File: src/design/adc_scan_map.svh
`ifndef ADC_SCAN_MAP_SVH
`define ADC_SCAN_MAP_SVH

// Register bus geometry.
`define REG_ADDR_W      2
`define REG_DATA_W      16

// Register word offsets on the plain register port.
`define ADDR_CTRL       2'h0
`define ADDR_HIT_LO     2'h1
`define ADDR_HIT_HI     2'h2

// Writable bits of the control word: 15:11, 9:8 and 3:0.
`define CTRL_WMASK      16'hfb0f

// Reset values.
`define CTRL_RESET      16'h0000
`define HIT_RESET       32'h0000_0000

// Channel limits of the compare-hit flag set.
`define CHAN_MAX        32
`define CHAN_DEF        18

`endif

File: src/design/adc_scan_pkg.sv
`default_nettype none

package adc_scan_pkg;

    // Compare selection codes.
    typedef enum logic [1:0] {
        CMP_LESS    = 2'h0,
        CMP_GREATER = 2'h1,
        CMP_INSIDE  = 2'h2,
        CMP_OUTSIDE = 2'h3
    } cmp_mode_t;

    // Result write selection codes.
    typedef enum logic [1:0] {
        WR_LEGACY   = 2'h0,
        WR_SAVE     = 2'h1,
        WR_AUTO     = 2'h2,
        WR_RSVD     = 2'h3
    } write_mode_t;

    // Scan interrupt selection codes.
    typedef enum logic [1:0] {
        INT_NONE    = 2'h0,
        INT_DONE    = 2'h1,
        INT_MATCH   = 2'h2,
        INT_BOTH    = 2'h3
    } int_mode_t;

    // Layout of the scan-compare control word, bit 15 first.
    typedef struct packed {
        logic        auto_scan_enable;
        logic        low_power_return;
        logic        charge_timer_request;
        logic        bandgap_request;
        logic        reserved;
        logic        unused_10;
        int_mode_t   scan_interrupt_select;
        logic [3:0]  unused_7_4;
        write_mode_t result_write_select;
        cmp_mode_t   compare_select;
    } ctrl_t;

    // One conversion result with its channel.
    typedef struct packed {
        logic [4:0]  chan;
        logic [15:0] result;
    } conv_t;

    // The buffer pair that bounds the channel's compare.
    typedef struct packed {
        logic [15:0] lo;
        logic [15:0] hi;
    } bounds_t;

endpackage : adc_scan_pkg

`default_nettype wire

File: src/design/adc_scan_threshold_compare.sv
// Implementation choices: the placing of the registers and the plain strobed port.
`include "adc_scan_map.svh"
`timescale 1ns/10ps
`default_nettype none

module adc_scan_threshold_compare #(
    parameter int NUM_CHAN = `CHAN_DEF
) (
    // Clock and reset.
    input  wire logic                       clk_sys_in,
    input  wire logic                       rst_n_in,
    // Register port.
    input  wire logic [`REG_ADDR_W-1:0]     reg_addr_in,
    input  wire logic [`REG_DATA_W-1:0]     reg_wdata_in,
    input  wire logic                       reg_wr_in,
    input  wire logic                       reg_rd_in,
    output logic      [`REG_DATA_W-1:0]     reg_rdata_out,
    // Conversion engine side.
    input  wire logic                       conv_valid_in,
    input  wire adc_scan_pkg::conv_t        conv_in,
    input  wire adc_scan_pkg::bounds_t      bounds_in,
    input  wire logic                       scan_done_in,
    input  wire logic                       adc_enabled_in,
    input  wire logic                       adc_active_in,
    // Result store strobe towards the buffers.
    output logic                            store_valid_out,
    output var adc_scan_pkg::conv_t         store_out,
    // Scan event and power controls.
    output logic                            scan_irq_out,
    output logic                            auto_scan_enable_out,
    output logic                            low_power_out,
    output logic                            charge_time_unit_en_out,
    output logic                            bandgap_en_out
);

    // Parameter check at elaboration.
    if (NUM_CHAN < 1 || NUM_CHAN > `CHAN_MAX) begin : g_bad_chan
        $error("NUM_CHAN must lie between 1 and 32");
    end

    // Reset release synchroniser.
    logic rst_s1_q;
    logic rst_n;

    always_ff @(posedge clk_sys_in or negedge rst_n_in) begin
        if (!rst_n_in) begin
            rst_s1_q <= 1'b0;
            rst_n    <= 1'b0;
        end else begin
            rst_s1_q <= 1'b1;
            rst_n    <= rst_s1_q;
        end
    end

    // Register state.
    adc_scan_pkg::ctrl_t  ctrl_q;
    logic [NUM_CHAN-1:0]  hit_q;
    logic [NUM_CHAN-1:0]  hit_d;
    logic                 seen_q;

    // Register decode.
    wire wr_ctrl   = reg_wr_in && (reg_addr_in == `ADDR_CTRL);
    wire wr_hit_lo = reg_wr_in && (reg_addr_in == `ADDR_HIT_LO);
    wire wr_hit_hi = reg_wr_in && (reg_addr_in == `ADDR_HIT_HI);
    wire [31:0] hit_ext = 32'(hit_q);

    // Control fields in use.
    wire scan_on = ctrl_q.auto_scan_enable;
    wire adc_up  = adc_enabled_in && adc_active_in;
    adc_scan_pkg::cmp_mode_t   cm;
    adc_scan_pkg::write_mode_t wm;
    adc_scan_pkg::int_mode_t   im;
    assign cm = ctrl_q.compare_select;
    assign wm = ctrl_q.result_write_select;
    assign im = ctrl_q.scan_interrupt_select;

    // Compare of the result against the channel's buffer pair.
    wire [15:0] res   = conv_in.result;
    wire lt_lo        = res < bounds_in.lo;
    wire gt_lo        = res > bounds_in.lo;
    wire in_win       = (res >= bounds_in.lo) && (res <= bounds_in.hi);
    wire match_lt     = (cm == adc_scan_pkg::CMP_LESS)    && lt_lo;
    wire match_gt     = (cm == adc_scan_pkg::CMP_GREATER) && gt_lo;
    wire match_in     = (cm == adc_scan_pkg::CMP_INSIDE)  && in_win;
    wire match_out    = (cm == adc_scan_pkg::CMP_OUTSIDE) && !in_win;
    wire match_any    = match_lt || match_gt || match_in || match_out;
    wire scan_conv    = conv_valid_in && scan_on;
    wire valid_match  = scan_conv && match_any;

    // Store decision; without the scan every result is stored.
    wire wm_legacy    = (wm == adc_scan_pkg::WR_LEGACY);
    wire wm_save      = (wm == adc_scan_pkg::WR_SAVE);
    wire store_legacy = conv_valid_in && (!scan_on || wm_legacy);
    wire store_match  = scan_conv && wm_save && match_any;
    wire store_d      = store_legacy || store_match;

    // Hit flag set vector; in outside mode a buffer write also sets it.
    wire buf_written  = store_d && (cm == adc_scan_pkg::CMP_OUTSIDE);
    wire hit_event    = valid_match || (scan_conv && buf_written);
    wire [NUM_CHAN-1:0] hit_set =
        hit_event ? (NUM_CHAN'(1) << conv_in.chan) : '0;

    // Software write merge; a flag set by hardware wins the same cycle.
    wire [15:0] hit_lo_w = wr_hit_lo ? reg_wdata_in : hit_ext[15:0];
    wire [15:0] hit_hi_w = wr_hit_hi ? reg_wdata_in : hit_ext[31:16];
    assign hit_d = NUM_CHAN'({hit_hi_w, hit_lo_w}) | hit_set;

    // Scan interrupt selection.
    wire seq_end  = scan_done_in && scan_on;
    wire irq_done = (im == adc_scan_pkg::INT_DONE) && seq_end;
    wire irq_mat  = (im == adc_scan_pkg::INT_MATCH) && valid_match;
    wire irq_both = (im == adc_scan_pkg::INT_BOTH) && seq_end &&
                    (seen_q || valid_match);
    wire irq_d    = irq_done || irq_mat || irq_both;

    // Read data selection; unmapped words and unused bits read zero.
    logic [15:0] rd_mux;
    assign rd_mux = (reg_addr_in == `ADDR_CTRL)   ? 16'(ctrl_q)   :
                    (reg_addr_in == `ADDR_HIT_LO) ? hit_ext[15:0] :
                    (reg_addr_in == `ADDR_HIT_HI) ? hit_ext[31:16] :
                    16'h0000;

    // Control register; unimplemented bits never store a one.
    always_ff @(posedge clk_sys_in or negedge rst_n) begin
        if (!rst_n) begin
            ctrl_q <= adc_scan_pkg::ctrl_t'(`CTRL_RESET);
        end else if (wr_ctrl) begin
            ctrl_q <= adc_scan_pkg::ctrl_t'(reg_wdata_in & `CTRL_WMASK);
        end
    end

    // Compare-hit flags.
    always_ff @(posedge clk_sys_in or negedge rst_n) begin
        if (!rst_n) begin
            hit_q <= NUM_CHAN'(`HIT_RESET);
        end else begin
            hit_q <= hit_d;
        end
    end

    // Match seen during the current sequence, consumed at its end.
    always_ff @(posedge clk_sys_in or negedge rst_n) begin
        if (!rst_n) begin
            seen_q <= 1'b0;
        end else if (seq_end || !scan_on) begin
            seen_q <= 1'b0;
        end else if (valid_match) begin
            seen_q <= 1'b1;
        end
    end

    // Read data stands for the one cycle after the strobe.
    always_ff @(posedge clk_sys_in or negedge rst_n) begin
        if (!rst_n) begin
            reg_rdata_out <= 16'h0000;
        end else begin
            reg_rdata_out <= reg_rd_in ? rd_mux : 16'h0000;
        end
    end

    // Result store strobe and interrupt pulse.
    always_ff @(posedge clk_sys_in or negedge rst_n) begin
        if (!rst_n) begin
            store_valid_out <= 1'b0;
            store_out       <= '0;
            scan_irq_out    <= 1'b0;
        end else begin
            store_valid_out <= store_d;
            store_out       <= conv_in;
            scan_irq_out    <= irq_d;
        end
    end

    // Low-power state entered after a scan when chosen, left on activity.
    always_ff @(posedge clk_sys_in or negedge rst_n) begin
        if (!rst_n) begin
            low_power_out <= 1'b0;
        end else if (seq_end && ctrl_q.low_power_return) begin
            low_power_out <= 1'b1;
        end else if (adc_active_in || !ctrl_q.low_power_return) begin
            low_power_out <= 1'b0;
        end
    end

    // Requests to the charge timer and band gap, and the enable echo.
    always_ff @(posedge clk_sys_in or negedge rst_n) begin
        if (!rst_n) begin
            charge_time_unit_en_out <= 1'b0;
            bandgap_en_out          <= 1'b0;
            auto_scan_enable_out    <= 1'b0;
        end else begin
            charge_time_unit_en_out <= ctrl_q.charge_timer_request && adc_up;
            bandgap_en_out          <= ctrl_q.bandgap_request && adc_up;
            auto_scan_enable_out    <= scan_on;
        end
    end
endmodule : adc_scan_threshold_compare

`default_nettype wire

File: config.mk
export PLATFORM = sky130hd
export DESIGN_NAME = adc_scan_threshold_compare
export DESIGN_NICKNAME = d
export VERILOG_FILES = /design/src/design/adc_scan_pkg.sv /design/src/design/adc_scan_threshold_compare.sv
export VERILOG_INCLUDE_DIRS = /design/src /design/src/design
export SDC_FILE = /design/constraint.sdc
export NUM_CORES = 1
export LEC_CHECK = 0
export BUFFER_PORTS_ARGS = -buffer_cell sky130_fd_sc_hd__buf_2
export CORE_ASPECT_RATIO = 0.9
export CORE_MARGIN = 3
export CORE_UTILIZATION = 50
export DETAILED_ROUTE_END_ITERATION = 7
export PLACE_DENSITY = 0.79
export SETUP_SLACK_MARGIN = 0.3
export SLEW_MARGIN = 10
export SYNTH_ARGS = -nofsm -noshare
export SYNTH_HDL_FRONTEND = slang
export SYNTH_SLANG_ARGS = --single-unit
export TNS_END_PERCENT = 5
File: constraint.sdc
create_clock -name clk_sys_in -period 3.3 [get_ports clk_sys_in]
set_clock_uncertainty 0.1 [all_clocks]
set_input_delay 0.99 -clock clk_sys_in [delete_from_list [all_inputs] [get_ports clk_sys_in]]
set_output_delay 0.99 -clock clk_sys_in [all_outputs]
set_load 0.02 [all_outputs]
## Yosys cells after proc, flatten, opt, wreduce, memory -nomap -nowiden

Cells that the tools add are included.

| storage, ports and cells | value |
|---|---|
| output and inout port bits | 43 |
| logic and storage cells | 90 |
| input port bits | 79 |
| register bits after elaboration | 75 |

| operators by class | value |
|---|---|
| reductions and logical operators | 43 |
| bitwise logic cells | 1 |
| multiplexer cells | 11 |
| eq/ne operators | 9 |
| shifts and indexed selects | 1 |
| magnitude comparators | 4 |

Operators by type and width:

| kind | count |
|---|---|
| $mux 16 | 4 |
| $logic_and 1x1->1 | 24 |
| $mux 18 | 1 |
| $or 18x18->18 | 1 |
| $shl 1x5->18 const A | 1 |
| $ge 16x16->1 | 1 |
| $gt 16x16->1 | 1 |
| $le 16x16->1 | 1 |
| $lt 16x16->1 | 1 |
| $logic_or 1x1->1 | 11 |
| $eq 2x2->1 const B | 5 |
| $eq 2x1->1 const B | 4 |
| $logic_not 2->1 | 3 |
| $mux 1 | 4 |
| $mux 2 | 2 |
| $reduce_bool 2->1 | 2 |
| $logic_not 1->1 | 3 |

## Logic depth before layout (Yosys ltp)

Gate-level depths: netlist of run 1.

| depth | value |
|---|---|
| depth in word-level cells | 12 |
| mapped depth | 10 |
| gate-level depth less buffers | 9 |

## Worst setup path after synthesis of run 1

No wires, ideal clock.

| timing path | value |
|---|---|
| kind | input -> register |
| start point | input bounds_in[1] (netlist name) |
| end point | register hit_q[10] |
| data required time | 3.126 ns |
| path slack | 0.322 ns |
| path buffers | 1 |
| stages on the path | 10 |
| data arrival time | 2.804 ns |
| library setup time | 0.074 ns |
| cells stage by stage | inv_1 > ha_1 > nor2b_1 > o211ai_1 > a2111o_1 > a31o_1 > o2111a_1 > a211o_4 > buf_12 > o21ai_2 |

| on the way | value |
|---|---|
| cells in the longest elaborated chain, start to end | 12 |
| elaborated cells between the ends (all ways) | 15 |
| those cells by class | order compare: 1; mux: 1; bitwise: 1; reduce/logical: 12 |

RTL lines:

| item | RTL line | source |
|---|---|---|
| start: declaration | adc_scan_threshold_compare.sv:21 | `input wire adc_scan_pkg::bounds_t bounds_in,` |
| $le 16x16->1 (*) | adc_scan_threshold_compare.sv:81 | `wire in_win = (res >= bounds_in.lo) && (res <= bounds_in.hi);` |
| $logic_and 1x1->1 (*) | adc_scan_threshold_compare.sv:81 |  |
| $logic_and 1x1->1 / $logic_not 1->1 (equally long branches) | adc_scan_threshold_compare.sv:84, adc_scan_threshold_compare.sv:85 |  |
| $logic_or 1x1->1 / $logic_and 1x1->1 (equally long branches) | adc_scan_threshold_compare.sv:86, adc_scan_threshold_compare.sv:85 |  |
| $logic_or 1x1->1 (*) | adc_scan_threshold_compare.sv:86 | `wire match_any = match_lt \|\| match_gt \|\| match_in \|\| match_out;` |
| $logic_and 1x1->1 | adc_scan_threshold_compare.sv:94 | `wire store_match = scan_conv && wm_save && match_any;` |
| $logic_or 1x1->1 | adc_scan_threshold_compare.sv:95 | `wire store_d = store_legacy \|\| store_match;` |
| $logic_and 1x1->1 | adc_scan_threshold_compare.sv:98 | `wire buf_written = store_d && (cm == adc_scan_pkg::CMP_OUTSIDE);` |
| $logic_and 1x1->1 | adc_scan_threshold_compare.sv:99 | `wire hit_event = valid_match \|\| (scan_conv && buf_written);` |
| $logic_or 1x1->1 (*) | adc_scan_threshold_compare.sv:99 |  |
| $mux 18 (*) | adc_scan_threshold_compare.sv:101 | `hit_event ? (NUM_CHAN'(1) << conv_in.chan) : '0;` |
| $or 18x18->18 (*) | adc_scan_threshold_compare.sv:106 | `assign hit_d = NUM_CHAN'({hit_hi_w, hit_lo_w}) \| hit_set;` |
| via hit_d[10] | adc_scan_threshold_compare.sv:58 | `logic [NUM_CHAN-1:0] hit_d;` |
| end signal: assignment | adc_scan_threshold_compare.sv:135 | `` hit_q <= NUM_CHAN'(`HIT_RESET); `` |
| end signal: assignment | adc_scan_threshold_compare.sv:137 | `hit_q <= hit_d;` |
| end: declaration | adc_scan_threshold_compare.sv:57 | `logic [NUM_CHAN-1:0] hit_q;` |

Mark *: on every way through the listed nets, which the timed path passes. The rest lies on a longest branch.
A chain may end at the register's enable or synchronous reset.

## Worst setup path after layout of run 1

| timing path | value |
|---|---|
| start point | input conv_in[1] (netlist name) |
| end point | register hit_q[16] |

| on the way | value |
|---|---|
| cells in the longest elaborated chain, start to end | 12 |
| elaborated cells between the ends (all ways) | 21 |
| those cells by class | order compare: 4; mux: 1; bitwise: 1; reduce/logical: 15 |

RTL lines:

| item | RTL line | source |
|---|---|---|
| start: declaration | adc_scan_threshold_compare.sv:20 | `input wire adc_scan_pkg::conv_t conv_in,` |
| $lt 16x16->1, or another cell as far along | adc_scan_threshold_compare.sv:79 | `wire lt_lo = res < bounds_in.lo;` |
| $logic_and 1x1->1, on equally long branches | adc_scan_threshold_compare.sv:82, adc_scan_threshold_compare.sv:81, adc_scan_threshold_compare.sv:83 |  |
| $logic_or 1x1->1, or another cell as far along | adc_scan_threshold_compare.sv:86 |  |
| $logic_or 1x1->1 / $logic_and 1x1->1 (equally long branches) | adc_scan_threshold_compare.sv:86, adc_scan_threshold_compare.sv:85 |  |
| $logic_or 1x1->1 (*) | adc_scan_threshold_compare.sv:86 |  |
| $logic_and 1x1->1 | adc_scan_threshold_compare.sv:94 |  |
| $logic_or 1x1->1 | adc_scan_threshold_compare.sv:95 |  |
| $logic_and 1x1->1 | adc_scan_threshold_compare.sv:98 |  |
| $logic_and 1x1->1 | adc_scan_threshold_compare.sv:99 |  |
| $logic_or 1x1->1 (*) | adc_scan_threshold_compare.sv:99 |  |
| $mux 18 (*) | adc_scan_threshold_compare.sv:101 |  |
| $or 18x18->18 (*) | adc_scan_threshold_compare.sv:106 |  |
| via hit_d[16] | adc_scan_threshold_compare.sv:58 |  |

Marks and branches as above.

==> impl_metrics.tcl, run 1 <==
set metrics [dict create \
    status "completed" \
    cts-root-buf "clkbuf_8" \
    timing.rr.start "cm[1]" \
    hold_path_class "register to register" \
    worstHoldStart "rst_s1_q" \
    timing.max_cap.violations 0 \
    path_cells "buf_2 -> ha_1 -> nor2b_1 -> o211ai_1 -> a2111o_1 -> a31o_1 -> o2111a_1 -> a211o_4 -> o31ai_2" \
    gp_congestion 0.867 \
    cp_top_family "compound AO/OA/AOI/OAI gates" \
    synth-compound-area-share_pct 11.8 \
    power_switching_mw 0.713 \
    max_freq_ghz 0.339 \
    drc 0 \
    multi_input_area_mm2 0.00180 \
    synth-xor-area-share_pct 0 \
    synth_flop_cell "dfrtp_1" \
    synth_top_family_by_area "simple AND/OR/NAND/NOR gates" \
    ios 122 \
    vdd_drop_max_mv 0.285 \
    synth-simple-area-share_pct 13.5 \
    synth_fp_nets 458 \
    cts.clk_slew.worst_paths_ns 0.08 \
    path_max_fanout 18 \
    holdWs_ns 0.258 \
    antenna_found_initial 0 \
    yosys.area.top_type_share_pct 49.1 \
    syn-instance-count 347 \
    slowest_delay_ns 0.42 \
    clock-sinks 75 \
    fp.dieArea_mm2 0.00874 \
    drt-total-wl_um 8830 \
    required_ns 3.46 \
    grt_pass1_wl_um 14300 \
    p_int_mw 1.59 \
    syn_to_final_growth_pct 24.4 \
    synth_edf_count 0 \
    post_synth_instance_area_mm2 0.00383 \
    synthMuxAreaShare_pct 10.5 \
    initial_core_util_pct 53.0 \
    synth-adder-area-share_pct 10.5 \
    fp.dieW_um 98.2 \
    htreeDepth 3 \
    viasPerCell 5.24 \
    setup_violations 0 \
    place_area_mm2 0.00454 \
    period_minus_slack_ns 2.95 \
    insertion_delay_ns 0.35 \
    dp_hpwl_um 6770 \
    timing.final.crit_share_pct 89.5 \
    p_comb_share_pct 21.4 \
    async_reset_ff_share_pct 100 \
    synth_cell_types 54 \
    globalRouteOverflowTotal 0 \
    ant_nets 0 \
    seqCellArea_mm2 0.00188 \
    core_mm2 0.00722 \
    power.leakage_nw 2.53 \
    yosysWarnings 0 \
    row_count 29 \
    setup_slack_ns 0.346 \
    synth.top_cells.by_area "dfrtp_1 49%, ha_1 10%, mux2i_1 8.1%" \
    fin_cells 573 \
    clk_path_buf_depth 2 \
    hold_buffers 0 \
    grt_max_degree 74 \
    critPathSlowestCell "a211o_4" \
    swShare_pct 30.9 \
    yosys_register_bits 75 \
    cp.buffers_inverters 1 \
    port_buffers 121 \
    ys_seq_area_share_pct 49.1 \
    final_nets 586 \
    post-route-cell-area_mm2 0.00476 \
    fp.dieH_um 89.0 \
    crit_start "conv_in[1]" \
    finalPower_mw 2.31 \
    worstPathArrival_ns 3.11 \
    drtIter0Drc 120 \
    num_antenna_cells 0 \
    hold_viol 0 \
    numCtsBuffers 9 \
    clkPwrFrac_pct 30.8 \
    crit_path_start_kind "input port" \
    grt_use_total_pct 20.8 \
    powerDensity_mw_per_mm2 484 \
    n_fill_cell 600 \
    slew_headroom_pct 37.6 \
    r2r_slack_ns 1.53 \
    vias 3003 \
    rsz0062_at_grt "true" \
    avgSynthCellArea_um2 11.0 \
    critPathKind "input port to register" \
    avgRoutedWirePerCell_um 15.4 \
    cts_tree "done" \
    cp-end-kind "register" \
    placedCellCount 557 \
    drtPass1Iterations 4 \
    yosysTopAreaCell "dfrtp_1" \
    worst_pin_slew_ns 0.936 \
    pre_cts_ws_ns -0.0426 \
    finalMaxSlewViolations 0 \
    drive_gt1_share_pct 36.7 \
    p_seq_share_pct 47.8 \
    grt_pass1_vias 2997 \
]
==> synthesized netlist by cell type, types with 2 or more instances <==
master	number
nor2b_1	4
clkbuf_1	4
nor2_1	16
o21ai_0	13
ha_1	32
mux2i_1	31
nand3_1	3
o21ai_2	10
dfrtp_1	75
o21ai_1	5
nand2_1	32
nand2b_1	4
nor4_1	2
nand4_1	7
nor3b_1	5
and2_1	2
and3_1	7
nand4b_1	2
inv_1	36
o211ai_1	2
mux2_2	8
a21oi_1	15
==> layer usage <==
| metal | share of wire, % | global-route usage (%) | up-vias |
|---|---|---|---|
| met5 | 0 | 0 | - |
| met1 | 43 | 27.4 | 1422 |
| met4 | 1.2 | 5.83 | 0 |
| met3 | 6.5 | 5.62 | 8 |
| met2 | 49 | 34.4 | 87 |
| li1 | - | - | 1486 |
==> final cells by class <==
cell class	instances	area share, %
clock buffer	9	2.60
clock inverter	7	1.60
inverter	36	2.84
multi-input combinational	229	37.8
sequential	75	39.5
tap	93	2.44
timing repair buffer	124	13.2
==> kinds of logic (layout without fill, tap and decap cells) <==
kind of cell               count (synthesis)  in the layout
AOI/OAI and AO/OA                         63             63
adders and majority gates                 32             32
buffers and inverters                     43            176
DFF                                       75             75
muxes                                     39             39
other                                      1              1
and+or+nand+nor                           94             94
==> cell usage in the layout (no fill, tap or decap), types with 2 or more instances in the layout <==
cell type,count
a21oi_1,14
and2_1,2
and3_1,7
buf_2,121
buf_4,3
clkbuf_8,9
clkinvlp_4,2
dfrtp_1,74
ha_1,32
inv_1,36
inv_6,2
mux2_2,8
mux2i_1,31
nand2_1,32
nand2b_1,4
nand3_1,3
nand4_1,7
nand4b_1,2
nor2_1,16
nor2b_1,4
nor3b_1,4
nor4_1,2
o211ai_1,2
o21ai_0,13
o21ai_1,5
o21ai_2,10
==> worst paths after layout <==
path,to,depth (start not counted)
max,hit_q[16],9
min,rst_n,0
max reg2reg,hit_q[16],5
min reg2reg,rst_n,0
max in group asynchronous,store_out[18],0
min in group asynchronous,rst_s1_q,1
==> through the flow <==
step	setup TNS (ns)	util, %
6_report	0	65.9
5_1_grt	0	65.9
4_1_cts	0	65.6
3_5_place_dp	-0.0510	62.8
3_3_place_gp	0	62.8
2_1_floorplan	0	-
==> power groups by stage <==
| stage | combinational [mW] | sequential, mW | clock (mW) |
|---|---|---|---|
| after floorplan | 0.292 | 1.15 | 0 |
| after global placement | 0.472 | 1.12 | 0 |
| after detailed placement | 0.489 | 1.12 | 0 |
| after CTS | 0.493 | 1.10 | 0.731 |
| after global routing | 0.550 | 1.12 | 0.769 |
| final | 0.494 | 1.10 | 0.710 |
==> state kept, by name, summed over array words and instances, names as in the netlist, 2 cells and up <==
signal and cells:
store_out 21, hit_q 18, reg_rdata_out 16, ctrl_q 4
cm 2, im 2, wm 2
==> repair_timing <==
item                       CTS  global route
resized for setup            0             4
setup buffers                0             0
setup endpoints to repair    0            21
Note: power is estimated with default switching activity, not from simulation.
==> inputs of run 2 (changes only) <==
- BUFFER_PORTS_ARGS: -buffer_cell sky130_fd_sc_hd__buf_2 -> -buffer_cell sky130_fd_sc_hd__buf_4
==> run 2 against run 1 <==
Effect of this change: maximum frequency down 4.2%; power up 7.5%; first-iteration DRC count up 26%.
==> impl_metrics.tcl, run 2 (synthesis gave the netlist of run 1 again) <==
set metrics [dict create \
    worst-path-stages 9 \
    cp.buffers_inverters 2 \
    avgRoutedWirePerCell_um 17.0 \
    fp.dieW_um 98.2 \
    final_nets 591 \
    holdWs_ns 0.259 \
    hold_path_class "register to register" \
    seqCellArea_mm2 0.00188 \
    critPathKind "input port to register" \
    status "completed" \
    grt_max_degree 74 \
    initial_core_util_pct 53.0 \
    rsz0062_at_grt "true" \
    grt_pass1_vias 3208 \
    reg.largest.list "store_out x21, hit_q x18, reg_rdata_out x16" \
    htreeDepth 3 \
    drtIter0Drc 151 \
    setup_slack_ns 0.217 \
    numCtsBuffers 9 \
    holdPathStages 0 \
    cts-root-buf "clkbuf_8" \
    core_mm2 0.00722 \
    fp.dieArea_mm2 0.00874 \
    finalMaxSlewViolations 0 \
    cts_tree "done" \
    grt_pass1_wl_um 15100 \
    timing.max_cap.violations 0 \
    grt_use_total_pct 21.9 \
    max_freq_ghz 0.324 \
    vias 3099 \
    final_common_cell "buf_4" \
    globalRouteOverflowTotal 0 \
    n_fill_cell 518 \
    largest_reg_flops 21 \
    clk_path_buf_depth 2 \
    crit_path_start_kind "input port" \
    worst_pin_slew_ns 0.930 \
    cts.clk_slew.worst_paths_ns 0.08 \
    hold_viol 0 \
    path_max_fanout 5 \
    final_cell_mix "127 x buf_4, 74 x dfrtp_1, 36 x inv_1" \
    drc 0 \
    timing.final.crit_share_pct 93.4 \
    drt-total-wl_um 9830 \
    period_minus_slack_ns 3.08 \
    drive_gt1_share_pct 38.8 \
    setup_violations 0 \
    slowest_delay_ns 0.51 \
    pre_cts_ws_ns -0.0244 \
    syn_to_final_growth_pct 36.1 \
    powerDensity_mw_per_mm2 476 \
    gp_congestion 0.815 \
    ant_nets 0 \
    viasPerCell 5.36 \
    setup-tns-final_ns 0 \
    path_cells "buf_4 -> inv_1 -> ha_4 -> nand4_1 -> a2111o_1 -> a31o_1 -> o2111a_2 -> a211o_4 -> o31ai_4" \
    critPathSlowestCell "a2111o_1" \
    regMostFlops "store_out" \
    fp.dieH_um 89.0 \
    cp-end-kind "register" \
    power.leakage_nw 2.67 \
    utilization_pct 72.1 \
    insertion_delay_ns 0.35 \
    ios 122 \
    antenna_found_initial 0 \
    required_ns 3.46 \
    drtPass1Iterations 4 \
    worstPathArrival_ns 3.25 \
    ff2ff_path_depth 5 \
    port_buffers 121 \
    cp_top_family "compound AO/OA/AOI/OAI gates" \
    multi_input_area_mm2 0.00190 \
    num_antenna_cells 0 \
    slew_headroom_pct 38.0 \
    vdd_drop_max_mv 0.333 \
    dp_hpwl_um 7000 \
    clock-sinks 75 \
    row_count 29 \
]
run 2: stage by stage:
step / instances / instance area, µm² / power, mW
6_report: 578 / 5210 / 2.48
5_1_grt: 578 / 5210 / 2.62
4_1_cts: 573 / 5060 / 2.45
3_5_place_dp: 557 / 4840 / 1.66
3_3_place_gp: 557 / 4840 / 1.64
2_1_floorplan: 347 / 3830 / 1.44
run 2: cell type report:
class	count	area share, %
Multi-Input combinational cell	231	36.4
Sequential cell	75	36.1
Timing Repair Buffer	127	18.3
Inverter	36	2.59
Clock buffer	9	2.38
Tap cell	93	2.23
Clock inverter	7	1.95
run 2: path summary, 6_finish.rpt:
kind	end	slack [ns]	start
max	hit_q[16]	0.22	bounds_in[5]
min	rst_n	0.26	rst_s1_q
max reg2reg	hit_q[16]	1.46	cm[1]
min reg2reg	rst_n	0.26	rst_s1_q
max in group asynchronous	store_out[15]	2.12	rst_n
min in group asynchronous	rst_n	0.31	rst_n_in
run 2: metal layers:
metal / GRT usage (%) / routed length [µm]
met1: 27.1 / 4190
met2: 37.7 / 4970
met3: 6.24 / 512
met4: 6.95 / 151
met5: 0 / 0
run 2: power breakdown:
group	switching [mW]	internal (mW)	total, mW
registers	0.0805	1.03	1.11
logic	0.311	0.279	0.590
clock network	0.351	0.430	0.781
total	0.743	1.74	2.48
run 2: what timing repair did:
action	CTS	global route
setup buffers	0	3
hold buffers	0	0
endpoints found under the setup margin	0	21
gates resized for setup	0	15
==> inputs of run 3 (changes only) <==
- CORE_MARGIN: 3 -> unset
==> run 3 against run 2 <==
Effect of this change: register-to-register slack better by 0.02 ns; flip-flop and latch count unchanged; die area down 8.4%; sequential power about the same; non-clock buffer count down 2; critical path type unchanged; maximum frequency up 1.8%; final cell count down 0.35%; clock-buffer cell count up 1; core utilization down 0.71 points; highest routed layer unchanged; sequential share of layout area up 0.36 points; global-route usage up 1.4 points.
==> impl_metrics.tcl, run 3 (synthesis gave the netlist of run 1 again) <==
set metrics [dict create \
    setup_violations 0 \
    critPathSlowestCell "a2111o_1" \
    grt_pass1_wl_um 14400 \
    fp.dieArea_mm2 0.00801 \
    cts-root-buf "clkbuf_8" \
    placedCellCount 556 \
    hold_viol 0 \
    ios 122 \
    reg.largest.list "store_out x21, hit_q x18, reg_rdata_out x16" \
    cp.buffers_inverters 2 \
    critPathKind "input port to register" \
    largest_reg_flops 21 \
    status "completed" \
    initial_core_util_pct 53.0 \
    grt_pass1_vias 3040 \
    antenna_found_initial 0 \
    power_switching_mw 0.741 \
    utilization_pct 71.4 \
    period_minus_slack_ns 3.03 \
    fin_cells 576 \
    regMostFlops "store_out" \
    fp.dieH_um 85.0 \
    timing.max_cap.violations 0 \
    powerDensity_mw_per_mm2 470 \
    syn_to_final_growth_pct 34.8 \
    clk_path_buf_depth 2 \
    swShare_pct 30.6 \
    final_cell_mix "124 x buf_4, 74 x dfrtp_1, 36 x inv_1" \
    worst_pin_slew_ns 0.927 \
    drc 0 \
    final_common_cell "buf_4" \
    power.leakage_nw 2.66 \
    setup-tns-final_ns 0 \
    p_seq_share_pct 45.6 \
    timing.final.crit_share_pct 91.8 \
    viasPerCell 5.34 \
    vias 3076 \
    port_buffers 121 \
    path_max_fanout 5 \
    row_count 29 \
    holdPathStages 0 \
    grt_use_total_pct 23.3 \
    cp_top_family "compound AO/OA/AOI/OAI gates" \
    grt_max_degree 74 \
    clock-sinks 75 \
    holdWs_ns 0.263 \
    ant_nets 0 \
    gp_congestion 0.776 \
    ff2ff_path_depth 5 \
    rsz0062_at_grt "true" \
    final_nets 589 \
    cts_tree "done" \
    path_cells "buf_4 -> ha_1 -> nand4_1 -> a2111o_1 -> a31o_1 -> buf_4 -> o2111a_2 -> a211o_4 -> o31ai_4" \
    drive_gt1_share_pct 38.1 \
    drt-total-wl_um 9140 \
    cp-end-kind "register" \
    num_antenna_cells 0 \
    dp_hpwl_um 6660 \
    insertion_delay_ns 0.34 \
    clkPwrFrac_pct 30.5 \
    globalRouteOverflowTotal 0 \
    p_comb_share_pct 23.9 \
    n_fill_cell 552 \
    p_int_mw 1.68 \
    crit_path_start_kind "input port" \
    cts.clk_slew.worst_paths_ns 0.08 \
    path_common_cell "buf_4" \
    max_freq_ghz 0.330 \
    avgRoutedWirePerCell_um 15.9 \
    drtIter0Drc 145 \
    numCtsBuffers 9 \
    hold_path_class "register to register" \
    finalMaxSlewViolations 0 \
    slowest_delay_ns 0.42 \
    htreeDepth 3 \
    required_ns 3.45 \
    slew_headroom_pct 38.2 \
    drtPass1Iterations 4 \
    worst-path-stages 9 \
    vdd_drop_max_mv 0.408 \
    core_mm2 0.00722 \
    fp.dieW_um 94.2 \
    finalPower_mw 2.42 \
    worstPathArrival_ns 3.18 \
    hold_buffers 0 \
]
[run 3: cell types whose count changed in the layout (fill, tap and decap cells not counted), moves of 2 or more]
cell,previous run,this run
ha_1,29,31
buf_4,127,124
clkinvlp_4,2,0
inv_6,1,3
ha_4,3,1
[run 3: final cells by class]
class | count | area, µm² | area share (%)
Tap cell | 93 | 116 | 2.26
Inverter | 36 | 135 | 2.62
Multi-Input combinational cell | 231 | 1870 | 36.2
Clock inverter | 6 | 70.1 | 1.36
Sequential cell | 75 | 1880 | 36.5
Clock buffer | 10 | 138 | 2.67
Timing Repair Buffer | 125 | 951 | 18.4
[run 3: worst paths after layout]
kind | from | to | slack [ns]
worst max-delay path | conv_in[11] | hit_q[16] | 0.27
worst min-delay path | rst_s1_q | rst_n | 0.26
worst max register to register | cm[1] | hit_q[16] | 1.48
worst min register to register | rst_s1_q | rst_n | 0.26
max in group asynchronous | rst_n | store_out[3] | 2.12
min in group asynchronous | rst_n_in | rst_n | 0.31
[run 3: repair_timing]
action                                  CTS  global route
endpoints found under the setup margin    0            21
gates resized for setup                   0            12
hold endpoints to repair                  0             0
buffers inserted                          0             2
[run 3: through the flow]
step / setup slack (ns) / area, µm²
after floorplan: 0.322 / 3830
after global placement: 0.0619 / 4840
after detailed placement: -0.0478 / 4840
after CTS: 0.313 / 5050
after global routing: 0.197 / 5160
final: 0.270 / 5160
[run 3: power groups by stage]
stage | clock (mW) | sequential, mW | combinational [mW]
floorplan | 0 | 1.15 | 0.292
global placement | 0 | 1.12 | 0.518
detailed placement | 0 | 1.12 | 0.534
CTS | 0.752 | 1.11 | 0.538
global route | 0.796 | 1.12 | 0.631
finish | 0.739 | 1.11 | 0.579
[run 3: routing by layer]
metal,vias up,share of wire [%],global-route usage (%)
met1,1478,45,32.2
met2,94,49,36.9
met5,-,0,0
met4,0,1.3,6.57
li1,1494,-,-
met3,10,4.7,5.29
